## src/rtl/sop_pkg.sv

```systemverilog
// constants and types shared by both ends of the sync output parameter block
package sop_pkg;
    localparam logic [15:0] IDX_OUT_ASSIGN   = 16'h1c12;
    localparam logic [15:0] IDX_IN_ASSIGN    = 16'h1c13;
    localparam logic [15:0] IDX_OUT_SYNC     = 16'h1c32;
    localparam logic [7:0]  SUB_COUNT        = 8'h00;
    localparam logic [7:0]  SUB_MODE         = 8'h01;
    localparam logic [7:0]  SUB_CYCLE        = 8'h02;
    localparam logic [7:0]  SUB_SHIFT        = 8'h03;
    localparam logic [7:0]  SUB_SUPPORTED    = 8'h04;
    localparam logic [7:0]  SUB_MIN_CYCLE    = 8'h05;
    localparam logic [7:0]  SUB_CALC_COPY    = 8'h06;
    localparam logic [7:0]  SUB_COMMAND      = 8'h08;
    localparam logic [7:0]  SUB_DELAY        = 8'h09;
    localparam logic [7:0]  SUB_MISSED       = 8'h0b;
    localparam logic [7:0]  SUB_OVERRUN      = 8'h0c;
    localparam logic [7:0]  SUB_SHORT        = 8'h0d;
    localparam logic [7:0]  SUB_SYNC_FAIL    = 8'h20;
    localparam logic [7:0]  OUT_SYNC_MAX_SUB = 8'h20;
    localparam logic [15:0] MODES_SUPPORTED  = 16'h8007;
    localparam logic [15:0] OUT_MAP_BASE     = 16'h1600;
    localparam logic [15:0] IN_MAP_BASE      = 16'h1a00;
    localparam logic [15:0] CMD_STOP         = 16'h0000;
    localparam logic [15:0] CMD_START        = 16'h0001;
    localparam logic [31:0] TIME_RESET       = 32'h0000_0000;
    localparam logic [15:0] COUNT_RESET      = 16'h0000;
    localparam int          CLK_PERIOD_NS    = 40;
    localparam logic [31:0] CLK_STEP_NS      = 32'(CLK_PERIOD_NS);
    localparam int          DEF_CHANNELS     = 4;

    typedef enum logic [15:0] {
        SOP_FREE_RUN = 16'h0000,
        SOP_SM_EVENT = 16'h0001,
        SOP_PULSE1   = 16'h0002,
        SOP_PULSE2   = 16'h0003
    } sop_mode_e;
endpackage

```

## src/rtl/sop_od_if.sv

```systemverilog
// object access link between the fieldbus master end and the device end
`timescale 1ns/10ps
`default_nettype none
interface sop_od_if;
    logic        reqValid;
    logic        reqWrite;
    logic [15:0] reqIndex;
    logic [7:0]  reqSub;
    logic [31:0] reqData;
    logic        rspValid;
    logic [31:0] rspData;
    logic        rspAbort;

    modport dev (input reqValid, reqWrite, reqIndex, reqSub, reqData, output rspValid, rspData, rspAbort);
    modport mst (output reqValid, reqWrite, reqIndex, reqSub, reqData, input rspValid, rspData, rspAbort);
endinterface
`default_nettype wire

```

## src/rtl/sop_device.sv

```systemverilog
// device end: assignment lists, output sync parameters, timing and error counters
// Notes on behaviour
// - sync mode: free, event, pulse one, two
// - cycle time meaning follows selected mode
// - pulse-one mode applies outputs after shift
// - supported-modes word read-only, fixed value
// - bits 5:4 report second-pulse shift; the supported word 0x8007 leaves them at zero
// - command 1 starts, 0 stops measurement
// - measuring loads maxima, cleared per start
// - smallest supported cycle time reported
// - required pulse spacing reported read-only
// - second pulse to apply interval reported
// - missed events counted in run state
// - overrun cycles counted in run state
// - short pulse spacing occasions counted
// - late-apply flag set per cycle
// - output list entries default from 0x1600
// - input list entries default from 0x1a00
// - highest subindex reads fixed 0x20
`timescale 1ns/10ps
`default_nettype none
module sop_device #(
    parameter int          NUM_CH       = sop_pkg::DEF_CHANNELS,
    parameter logic [31:0] MIN_CYCLE_NS = 32'h0000_0000,
    parameter logic [31:0] MIN_GAP_NS   = 32'h0000_0000
) (
    input  wire logic ref_clk,
    input  wire logic rst,
    sop_od_if.dev     od,
    input  wire logic firstPulseIn,
    input  wire logic secondPulseIn,
    input  wire logic smEventIn,
    input  wire logic runStateIn,
    input  wire logic calcBusy,
    output logic      cycleStart,
    output logic      outputApply,
    output logic      measuring
);
    import sop_pkg::*;

    localparam int SYNC_N = 4;
    localparam logic [7:0] CH_COUNT = 8'(NUM_CH);

    // two-stage synchronisers for pins, third stage only for edges
    logic [SYNC_N-1:0] syncA;
    logic [SYNC_N-1:0] syncB;
    logic [SYNC_N-1:0] syncC;
    always_ff @(posedge ref_clk or posedge rst) begin
        if (rst) begin
            syncA <= '0;
            syncB <= '0;
            syncC <= '0;
        end else begin
            syncA <= {runStateIn, smEventIn, secondPulseIn, firstPulseIn};
            syncB <= syncA;
            syncC <= syncB;
        end
    end
    wire logic [SYNC_N-1:0] rise   = syncB & ~syncC;
    wire logic              p1Rise = rise[0];
    wire logic              p2Rise = rise[1];
    wire logic              smRise = rise[2];
    wire logic              runNow = syncB[3];
    wire logic              runEntry = rise[3];

    // object store
    sop_mode_e   syncMode;
    logic [31:0] cycleTime;
    logic [31:0] shiftTime;
    logic [15:0] command;
    logic [31:0] minCycle;
    logic [31:0] calcCopy;
    logic [31:0] delayTime;
    logic        syncFail;
    logic [7:0]  outCount;
    logic [7:0]  inCount;
    logic [15:0] outList [NUM_CH];
    logic [15:0] inList  [NUM_CH];
    logic [15:0] cntVal  [3];

    function automatic logic hit(input logic [15:0] idx, input logic [7:0] sub, input logic [15:0] wi,
                                 input logic [7:0] ws);
        hit = (idx == wi) && (sub == ws);
    endfunction

    // request decode
    wire logic       wrReq    = od.reqValid && od.reqWrite;
    wire logic [7:0] subM1    = od.reqSub - 8'h01;
    wire logic       listSub  = (od.reqSub != SUB_COUNT) && (od.reqSub <= CH_COUNT);
    wire logic       isOutLst = (od.reqIndex == IDX_OUT_ASSIGN);
    wire logic       isInLst  = (od.reqIndex == IDX_IN_ASSIGN);
    wire logic       isSync   = (od.reqIndex == IDX_OUT_SYNC);
    wire logic       wrMode   = wrReq && hit(od.reqIndex, od.reqSub, IDX_OUT_SYNC, SUB_MODE)
                                && (od.reqData[15:0] <= 16'(SOP_PULSE2));
    wire logic       wrCycle  = wrReq && hit(od.reqIndex, od.reqSub, IDX_OUT_SYNC, SUB_CYCLE);
    wire logic       wrShift  = wrReq && hit(od.reqIndex, od.reqSub, IDX_OUT_SYNC, SUB_SHIFT);
    wire logic       wrCmd    = wrReq && hit(od.reqIndex, od.reqSub, IDX_OUT_SYNC, SUB_COMMAND)
                                && (od.reqData[15:0] <= CMD_START);
    wire logic       wrOutCnt = wrReq && isOutLst && (od.reqSub == SUB_COUNT) && (od.reqData[7:0] <= CH_COUNT);
    wire logic       wrInCnt  = wrReq && isInLst && (od.reqSub == SUB_COUNT) && (od.reqData[7:0] <= CH_COUNT);
    wire logic       wrOutEnt = wrReq && isOutLst && listSub;
    wire logic       wrInEnt  = wrReq && isInLst && listSub;
    wire logic       startMeas = wrCmd && (od.reqData[15:0] == CMD_START) && !measuring;
    wire logic       pulseMode = (syncMode == SOP_PULSE1) || (syncMode == SOP_PULSE2);

    // read mux; unknown entries and refused writes answer with abort
    logic [31:0] rdData;
    logic        rdOk;
    logic        wrOk;
    always_comb begin
        rdData = '0;
        rdOk   = 1'b1;
        wrOk   = 1'b0;
        if ((isOutLst || isInLst) && od.reqSub == SUB_COUNT) begin
            rdData = {24'h000000, isOutLst ? outCount : inCount};
            wrOk   = wrOutCnt || wrInCnt;
        end else if ((isOutLst || isInLst) && listSub) begin
            rdData = {16'h0000, isOutLst ? outList[subM1[1:0]] : inList[subM1[1:0]]};
            wrOk   = 1'b1;
        end else if (isSync) begin
            case (od.reqSub)
                SUB_COUNT:     rdData = {24'h000000, OUT_SYNC_MAX_SUB};
                SUB_MODE:      begin rdData = {16'h0000, syncMode}; wrOk = wrMode; end
                SUB_CYCLE:     begin rdData = cycleTime; wrOk = 1'b1; end
                SUB_SHIFT:     begin rdData = shiftTime; wrOk = 1'b1; end
                SUB_SUPPORTED: rdData = {16'h0000, MODES_SUPPORTED};
                SUB_MIN_CYCLE: rdData = minCycle;
                SUB_CALC_COPY: rdData = calcCopy;
                SUB_COMMAND:   begin rdData = {16'h0000, command}; wrOk = wrCmd; end
                SUB_DELAY:     rdData = delayTime;
                SUB_MISSED:    rdData = {16'h0000, cntVal[0]};
                SUB_OVERRUN:   rdData = {16'h0000, cntVal[1]};
                SUB_SHORT:     rdData = {16'h0000, cntVal[2]};
                SUB_SYNC_FAIL: rdData = {31'h00000000, syncFail};
                default:       rdOk = 1'b0;
            endcase
        end else begin
            rdOk = 1'b0;
        end
    end

    // one-cycle registered answer to every request
    always_ff @(posedge ref_clk or posedge rst) begin
        if (rst) begin
            od.rspValid <= 1'b0;
            od.rspData  <= '0;
            od.rspAbort <= 1'b0;
        end else begin
            od.rspValid <= od.reqValid;
            od.rspData  <= od.reqWrite ? '0 : rdData;
            od.rspAbort <= od.reqValid && (od.reqWrite ? !wrOk : !rdOk);
        end
    end

    genvar ch;
    generate
        for (ch = 0; ch < NUM_CH; ch++) begin : gList
            always_ff @(posedge ref_clk or posedge rst) begin
                if (rst) begin
                    outList[ch] <= OUT_MAP_BASE + 16'(ch);
                    inList[ch]  <= IN_MAP_BASE + 16'(ch);
                end else begin
                    if (wrOutEnt && subM1 == 8'(ch)) outList[ch] <= od.reqData[15:0];
                    if (wrInEnt && subM1 == 8'(ch))  inList[ch]  <= od.reqData[15:0];
                end
            end
        end
    endgenerate

    always_ff @(posedge ref_clk or posedge rst) begin
        if (rst) begin
            syncMode  <= SOP_FREE_RUN;
            cycleTime <= TIME_RESET;
            command   <= CMD_STOP;
            outCount  <= CH_COUNT;
            inCount   <= CH_COUNT;
        end else begin
            if (wrMode)   syncMode  <= sop_mode_e'(od.reqData[15:0]);
            if (wrCycle)  cycleTime <= od.reqData;
            if (wrCmd)    command   <= od.reqData[15:0];
            if (wrOutCnt) outCount  <= od.reqData[7:0];
            if (wrInCnt)  inCount   <= od.reqData[7:0];
        end
    end
    assign measuring = (command == CMD_START);

    // elapsed-time counters in ns: local timer, since pulse one, since pulse two, busy time
    logic [31:0] localNs;
    logic [31:0] sinceP1;
    logic [31:0] sinceP2;
    logic [31:0] busyNs;
    logic        applyPending;
    // local timer period in free run; event or pulse otherwise
    wire logic   freeTick = (syncMode == SOP_FREE_RUN) && (cycleTime != TIME_RESET)
                            && (localNs + CLK_STEP_NS >= cycleTime);
    wire logic   trigger  = freeTick || ((syncMode == SOP_SM_EVENT) && smRise)
                            || ((syncMode == SOP_PULSE1) && p1Rise) || ((syncMode == SOP_PULSE2) && p2Rise);
    // shift counted from pulse one; second-pulse mode applies one cycle after its edge
    wire logic   applyDue = applyPending && (((syncMode == SOP_PULSE1) && sinceP1 >= shiftTime)
                            || (syncMode != SOP_PULSE1));
    assign cycleStart  = trigger;
    assign outputApply = applyDue;

    always_ff @(posedge ref_clk or posedge rst) begin
        if (rst) begin
            localNs      <= TIME_RESET;
            sinceP1      <= TIME_RESET;
            sinceP2      <= TIME_RESET;
            busyNs       <= TIME_RESET;
            applyPending <= 1'b0;
        end else begin
            localNs      <= freeTick ? TIME_RESET : localNs + CLK_STEP_NS;
            sinceP1      <= p1Rise ? TIME_RESET : sinceP1 + CLK_STEP_NS;
            sinceP2      <= p2Rise ? TIME_RESET : sinceP2 + CLK_STEP_NS;
            busyNs       <= calcBusy ? busyNs + CLK_STEP_NS : TIME_RESET;
            applyPending <= trigger || (applyPending && !applyDue);
        end
    end

    // maxima while measuring, cleared at each start
    wire logic busyEnd = !calcBusy && (busyNs != TIME_RESET);
    always_ff @(posedge ref_clk or posedge rst) begin
        if (rst) begin
            minCycle  <= MIN_CYCLE_NS;
            calcCopy  <= MIN_GAP_NS;
            delayTime <= TIME_RESET;
            shiftTime <= TIME_RESET;
        end else if (startMeas) begin
            minCycle  <= TIME_RESET;
            calcCopy  <= TIME_RESET;
            delayTime <= TIME_RESET;
            shiftTime <= TIME_RESET;
        end else begin
            if (wrShift) shiftTime <= od.reqData;
            if (measuring && busyEnd && busyNs > minCycle) minCycle <= busyNs;
            if (measuring && p2Rise && sinceP1 > calcCopy) calcCopy <= sinceP1;
            if (measuring && applyDue && pulseMode && sinceP2 > delayTime) delayTime <= sinceP2;
            if (measuring && applyDue && pulseMode && sinceP1 > shiftTime && !wrShift) shiftTime <= sinceP1;
        end
    end

    // late apply: pulse one arrives with outputs still pending
    always_ff @(posedge ref_clk or posedge rst) begin
        if (rst) begin
            syncFail <= 1'b0;
        end else if (pulseMode && p1Rise) begin
            syncFail <= applyPending && !applyDue;
        end
    end

    // event tracking for missed events: was an event seen since last pulse one
    logic smSeen;
    always_ff @(posedge ref_clk or posedge rst) begin
        if (rst) begin
            smSeen <= 1'b1;
        end else if (p1Rise) begin
            smSeen <= smRise;
        end else if (smRise) begin
            smSeen <= 1'b1;
        end
    end

    wire logic [2:0] cntInc;
    assign cntInc[0] = runNow && pulseMode && p1Rise && !smSeen;
    assign cntInc[1] = runNow && trigger && (calcBusy || applyPending);
    assign cntInc[2] = pulseMode && p2Rise && (sinceP1 < MIN_GAP_NS);

    // hold at top, clear on entering run state
    generate
        for (ch = 0; ch < 3; ch++) begin : gCnt
            sop_sat_counter #(.WIDTH(16)) uCnt (
                .ref_clk (ref_clk),
                .rst     (rst),
                .clear   (runEntry),
                .inc     (cntInc[ch]),
                .count   (cntVal[ch])
            );
        end
    endgenerate
endmodule
`default_nettype wire

```

## src/rtl/sop_sat_counter.sv

```systemverilog
// 16-bit event counter that holds at its top value
`timescale 1ns/10ps
`default_nettype none
module sop_sat_counter #(
    parameter int WIDTH = 16
) (
    input  wire logic             ref_clk,
    input  wire logic             rst,
    input  wire logic             clear,
    input  wire logic             inc,
    output logic [WIDTH-1:0]      count
);
    import sop_pkg::*;
    wire logic atTop = &count;

    // clear wins over a count in the same cycle: it marks a fresh run state
    always_ff @(posedge ref_clk or posedge rst) begin
        if (rst) begin
            count <= '0;
        end else if (clear) begin
            count <= '0;
        end else if (inc && !atTop) begin
            count <= count + 1'b1;
        end
    end
endmodule
`default_nettype wire
```

## src/flat_wrapper.sv

```systemverilog
// flat-port wrapper written by rule: the top's interface ports become plain ports
module sop_device_flat import sop_pkg::*;
#(
    parameter int          NUM_CH       = sop_pkg::DEF_CHANNELS,
    parameter logic [31:0] MIN_CYCLE_NS = 32'h0000_0000,
    parameter logic [31:0] MIN_GAP_NS   = 32'h0000_0000
)
  (ref_clk, rst, firstPulseIn, secondPulseIn, smEventIn, runStateIn, calcBusy, cycleStart, outputApply, measuring, od_reqValid, od_reqWrite, od_reqIndex, od_reqSub, od_reqData, od_rspValid, od_rspData, od_rspAbort);
  sop_od_if od_i ();
  input  wire logic ref_clk;
  input  wire logic rst;
  input  wire logic firstPulseIn;
  input  wire logic secondPulseIn;
  input  wire logic smEventIn;
  input  wire logic runStateIn;
  input  wire logic calcBusy;
  output logic cycleStart;
  output logic outputApply;
  output logic measuring;
  input wire logic [$bits(od_i.reqValid)-1:0] od_reqValid;
  input wire logic [$bits(od_i.reqWrite)-1:0] od_reqWrite;
  input wire logic [$bits(od_i.reqIndex)-1:0] od_reqIndex;
  input wire logic [$bits(od_i.reqSub)-1:0] od_reqSub;
  input wire logic [$bits(od_i.reqData)-1:0] od_reqData;
  output wire logic [$bits(od_i.rspValid)-1:0] od_rspValid;
  output wire logic [$bits(od_i.rspData)-1:0] od_rspData;
  output wire logic [$bits(od_i.rspAbort)-1:0] od_rspAbort;
  assign od_i.reqValid = od_reqValid;
  assign od_i.reqWrite = od_reqWrite;
  assign od_i.reqIndex = od_reqIndex;
  assign od_i.reqSub = od_reqSub;
  assign od_i.reqData = od_reqData;
  assign od_rspValid = od_i.rspValid;
  assign od_rspData = od_i.rspData;
  assign od_rspAbort = od_i.rspAbort;
  sop_device #(.NUM_CH(NUM_CH), .MIN_CYCLE_NS(MIN_CYCLE_NS), .MIN_GAP_NS(MIN_GAP_NS)) u_core (.ref_clk(ref_clk), .rst(rst), .od(od_i), .firstPulseIn(firstPulseIn), .secondPulseIn(secondPulseIn), .smEventIn(smEventIn), .runStateIn(runStateIn), .calcBusy(calcBusy), .cycleStart(cycleStart), .outputApply(outputApply), .measuring(measuring));
endmodule
```

## config.mk

```make
export PLATFORM = sky130hd
export DESIGN_NAME = sop_device_flat
export DESIGN_NICKNAME = d
export VERILOG_FILES = /design/src/rtl/sop_pkg.sv /design/src/rtl/sop_od_if.sv /design/src/rtl/sop_device.sv /design/src/rtl/sop_sat_counter.sv /design/src/flat_wrapper.sv
export SDC_FILE = /design/constraint.sdc
export NUM_CORES = 1
export LEC_CHECK = 0
export BUFFER_PORTS_ARGS = -buffer_cell sky130_fd_sc_hd__buf_4
export CAP_MARGIN = 25
export CORE_MARGIN = 10
export CORE_UTILIZATION = 55
export CTS_BUF_LIST = sky130_fd_sc_hd__clkbuf_8
export DETAILED_ROUTE_END_ITERATION = 6
export PLACE_DENSITY = 0.77
export SYNTH_ARGS = -nofsm -noshare
export SYNTH_HDL_FRONTEND = slang
export SYNTH_SLANG_ARGS = --single-unit
```

## constraint.sdc

```tcl
create_clock -name ref_clk -period 37.1 [get_ports ref_clk]
set_input_delay 5.565 -clock ref_clk [delete_from_list [all_inputs] [get_ports ref_clk]]
set_output_delay 5.565 -clock ref_clk [all_outputs]
set_load 0.02 [all_outputs]
```

==> metrics <==
Clock Sink Count=527; largest net degree at the start of global routing=168; via count=around 22000; Overall Power=around 0.0012 W; Synth-to-Final Area Change=11.91%; die area=0.06072 mm²; post-route ant nets=0; Worst EP arrival=between 4000 and 5000 ps; synth warn=0; clock slew at reported path FFs=roughly 60 ps; period utilization=~28%; max-capacitance violation count=0; top post-synthesis cells by area=dfrtp_1 44%, ha_1 7.0%, mux2_2 5.6%; WP data required=between 30000 and 40000 ps; Syn Area/Cell=~10 µm²; Buffers on Ports=101; Total Routing Usage GR=about a quarter; type of origin of the critical path=flip-flop; vias in the first global route=21977; crit path max fanout=4; status=complete, no violations; worst clock skew=19.07 ps; Ports=roughly 100; Die Y=246.4 µm; post-route DRC violation count=0; first-pass GRT wire length=121900 µm; Post-synth top cells=492 x dfrtp_1, 243 x inv_1, 241 x nand2_1; Core Util, Final=approximately 63%; worst IR drop on VDD=about 0.028 mV; Setup crit end kind=output pin; drt pass-1 iters=7; Initial DRC Count=about 2100; hold buffers post-CTS=0; Root Buffer=clkbuf_8; Core Area=0.05038 mm²; Max Fclk=95.87 MHz; number of synthesized flops with an enable pin=0; Mapped Nets=~3000; GPL Wtd Cong=0.9523; Worst Hold Class=reg2reg; Slew headroom=28.14%; Pwr Density=38.46 mW/mm²; placed insts=3400; sequential cell area fraction in the yosys report=between 40% and 50%; post-layout minimum cycle time=~10000 ps; Clock Latency Late Sink=about 700 ps; GRT Residual Overflow=0; dpl hpwl=roughly 55000 µm; Final Hold Fails=0; Num CTS Buffers=89; count leader, synth=dfrtp_1; Syn Std Cell Area=0.02820 mm²; Slowest cell on crit path=nor4_1; Max clock buf depth=3; vias per cell=6.109; WL final=77740 µm; row count=just over 80; top cell type's share of synthesized area=43.66%; layout cells sized above 1=between 10% and 20%; final setup vio count=0; post-cts sizing count=0; RSZ-0062 raised after global routing=false; CP max stage delay=about 670 ps; postcts setup bufs=0; Layout Nets=~3000; non-filler cells in the finished layout=between 3000 and 4000; initial core utilization=between 50% and 60%; asr flop ratio synth=100.0%; Yosys reg bits=about 530; WL per Instance=21.78 µm; commonest register cell after synthesis=dfrtp_1; # H-tree levels=3; Slew @ Worst Pin=roughly 1100 ps; Setup CP Type=reg2out; post-synth cell types=73; initial antenna violation count=3; Leakage=between 15 and 20 nW; max-slew violations=0; Mapped Cells=2733; Die X=~250 µm; dominant cell type by area after synthesis=dfrtp_1; setup TNS=0 ps; CTS tree=done; CP cell instances=ha_1 > nor2_1 > nor4_1 > nand3_1 > nor2_1 > and4_1 > xor2_1 > ha_1 > nand4_1 > nor4_1 > a221oi_1 > o211ai_1 > o21a_1 > or2_2 > buf_4
worst max-delay path: cells and delay by family (launching register included):
kind	cells	cell delay [ps]
AND/OR/NAND/NOR	8	2120
AO/OA/AOI/OAI	3	780
buffers and inverters	1	170
adder cells (fa/ha/maj)	2	490
XOR/XNOR	1	200
flip-flops	1	400
cell type report:
cell class | count | area (µm²)
Sequential cell | 527 | 13230
Clock inverter | 51 | 289.0
Clock buffer | 113 | 1555
Timing Repair Buffer | 132 | 1127
Multi-Input combinational cell | 1831 | 13590
Fill cell | 4014 | 18820
Antenna cell | 1 | 2.502
Inverter | 243 | 919.6
Tap cell | 672 | 840.8
logic make-up after synthesis:
| family | synth area share, % |
|---|---|
| AND/OR/NAND/NOR | 14.78 |
| flip-flops | 46.92 |
| AO/OA/AOI/OAI | 9.842 |
| buffers and inverters | 5.147 |
| multiplexers | 12.92 |
| adder cells (fa/ha/maj) | 6.967 |
| XOR/XNOR | 3.417 |
flip-flops by register name, summed over array words and instances, names as in the netlist, 29 cells and up:
register                cells
u_core.gCnt.uCnt.count     32
u_core.cycleTime           32
u_core.localNs             29
u_core.shiftTime           32
u_core.minCycle            30
u_core.sinceP2             29
u_core.inList              64
u_core.delayTime           30
u_core.busyNs              29
u_core.od.rspData          32
u_core.sinceP1             29
u_core.outList             64
u_core.calcCopy            30
report_power, final:
part | switching, W | internal (W) | leakage, nW
clock | 0.000244 | 0.000289 | 1.07
sequential | 0.0000144 | 0.000582 | 6.75
combinational | 0.0000517 | 0.0000326 | 7.52
placed cells by master (no fill, tap or decap), types with 8 or more instances in the layout:
cell type    n
nor2_1     136
nand3_1     71
dfrtp_1    492
a221oi_1    16
mux2_2     140
o22ai_1     13
and4_1      10
xor2_1      24
mux2i_1    148
nand2b_1    10
clkbuf_8   113
buf_4      124
a21oi_1    117
nand4_1     56
ha_1       157
a222oi_1    29
a221o_1      8
dfstp_2     35
and2_1      96
a22oi_1     48
xnor2_1     86
inv_1      273
nand2_1    241
nor3_1      33
or4_1       10
o21ai_0    123
mux4_2      26
and3_1      26
or3_1       38
clkinv_2    12
a21o_1      16
nor4_1      31
nor2b_1     18
metrics by stage:
stage	setup WS, ps	hold WS (ps)	instance area [µm²]
2_1_floorplan	16870	331.2	28200
3_3_place_gp	27560	336.3	29530
3_5_place_dp	27480	341.8	29590
4_1_cts	26720	352.4	31430
5_1_grt	26430	356.7	31560
6_report	26670	348.3	31560
metal layers:
metal	global-route usage [%]	share of wire (%)	vias to the layer above
met5	0	0.030	-
met4	15.89	6.5	4
met3	5.399	7.6	259
met2	40.09	46	948
met1	31.37	40	10756
li1	-	-	9843
worst paths after layout:
check / from / to / slack [ps] / cells after the start
worst max-delay path: u_core.localNs[3] / cycleStart / 26670 / 15
worst min-delay path: u_core.syncA[0] / u_core.syncB[0] / 350 / 0
worst max register to register: u_core.localNs[3] / u_core.gCnt[1].uCnt.count[3] / 32420 / 16
worst min register to register: u_core.syncA[0] / u_core.syncB[0] / 350 / 0
max in group asynchronous: rst / u_core.inCount[5] / 30140 / 5
min in group asynchronous: rst / u_core.syncA[1] / 5040 / 2
Note: power is estimated with default switching activity, not from simulation.
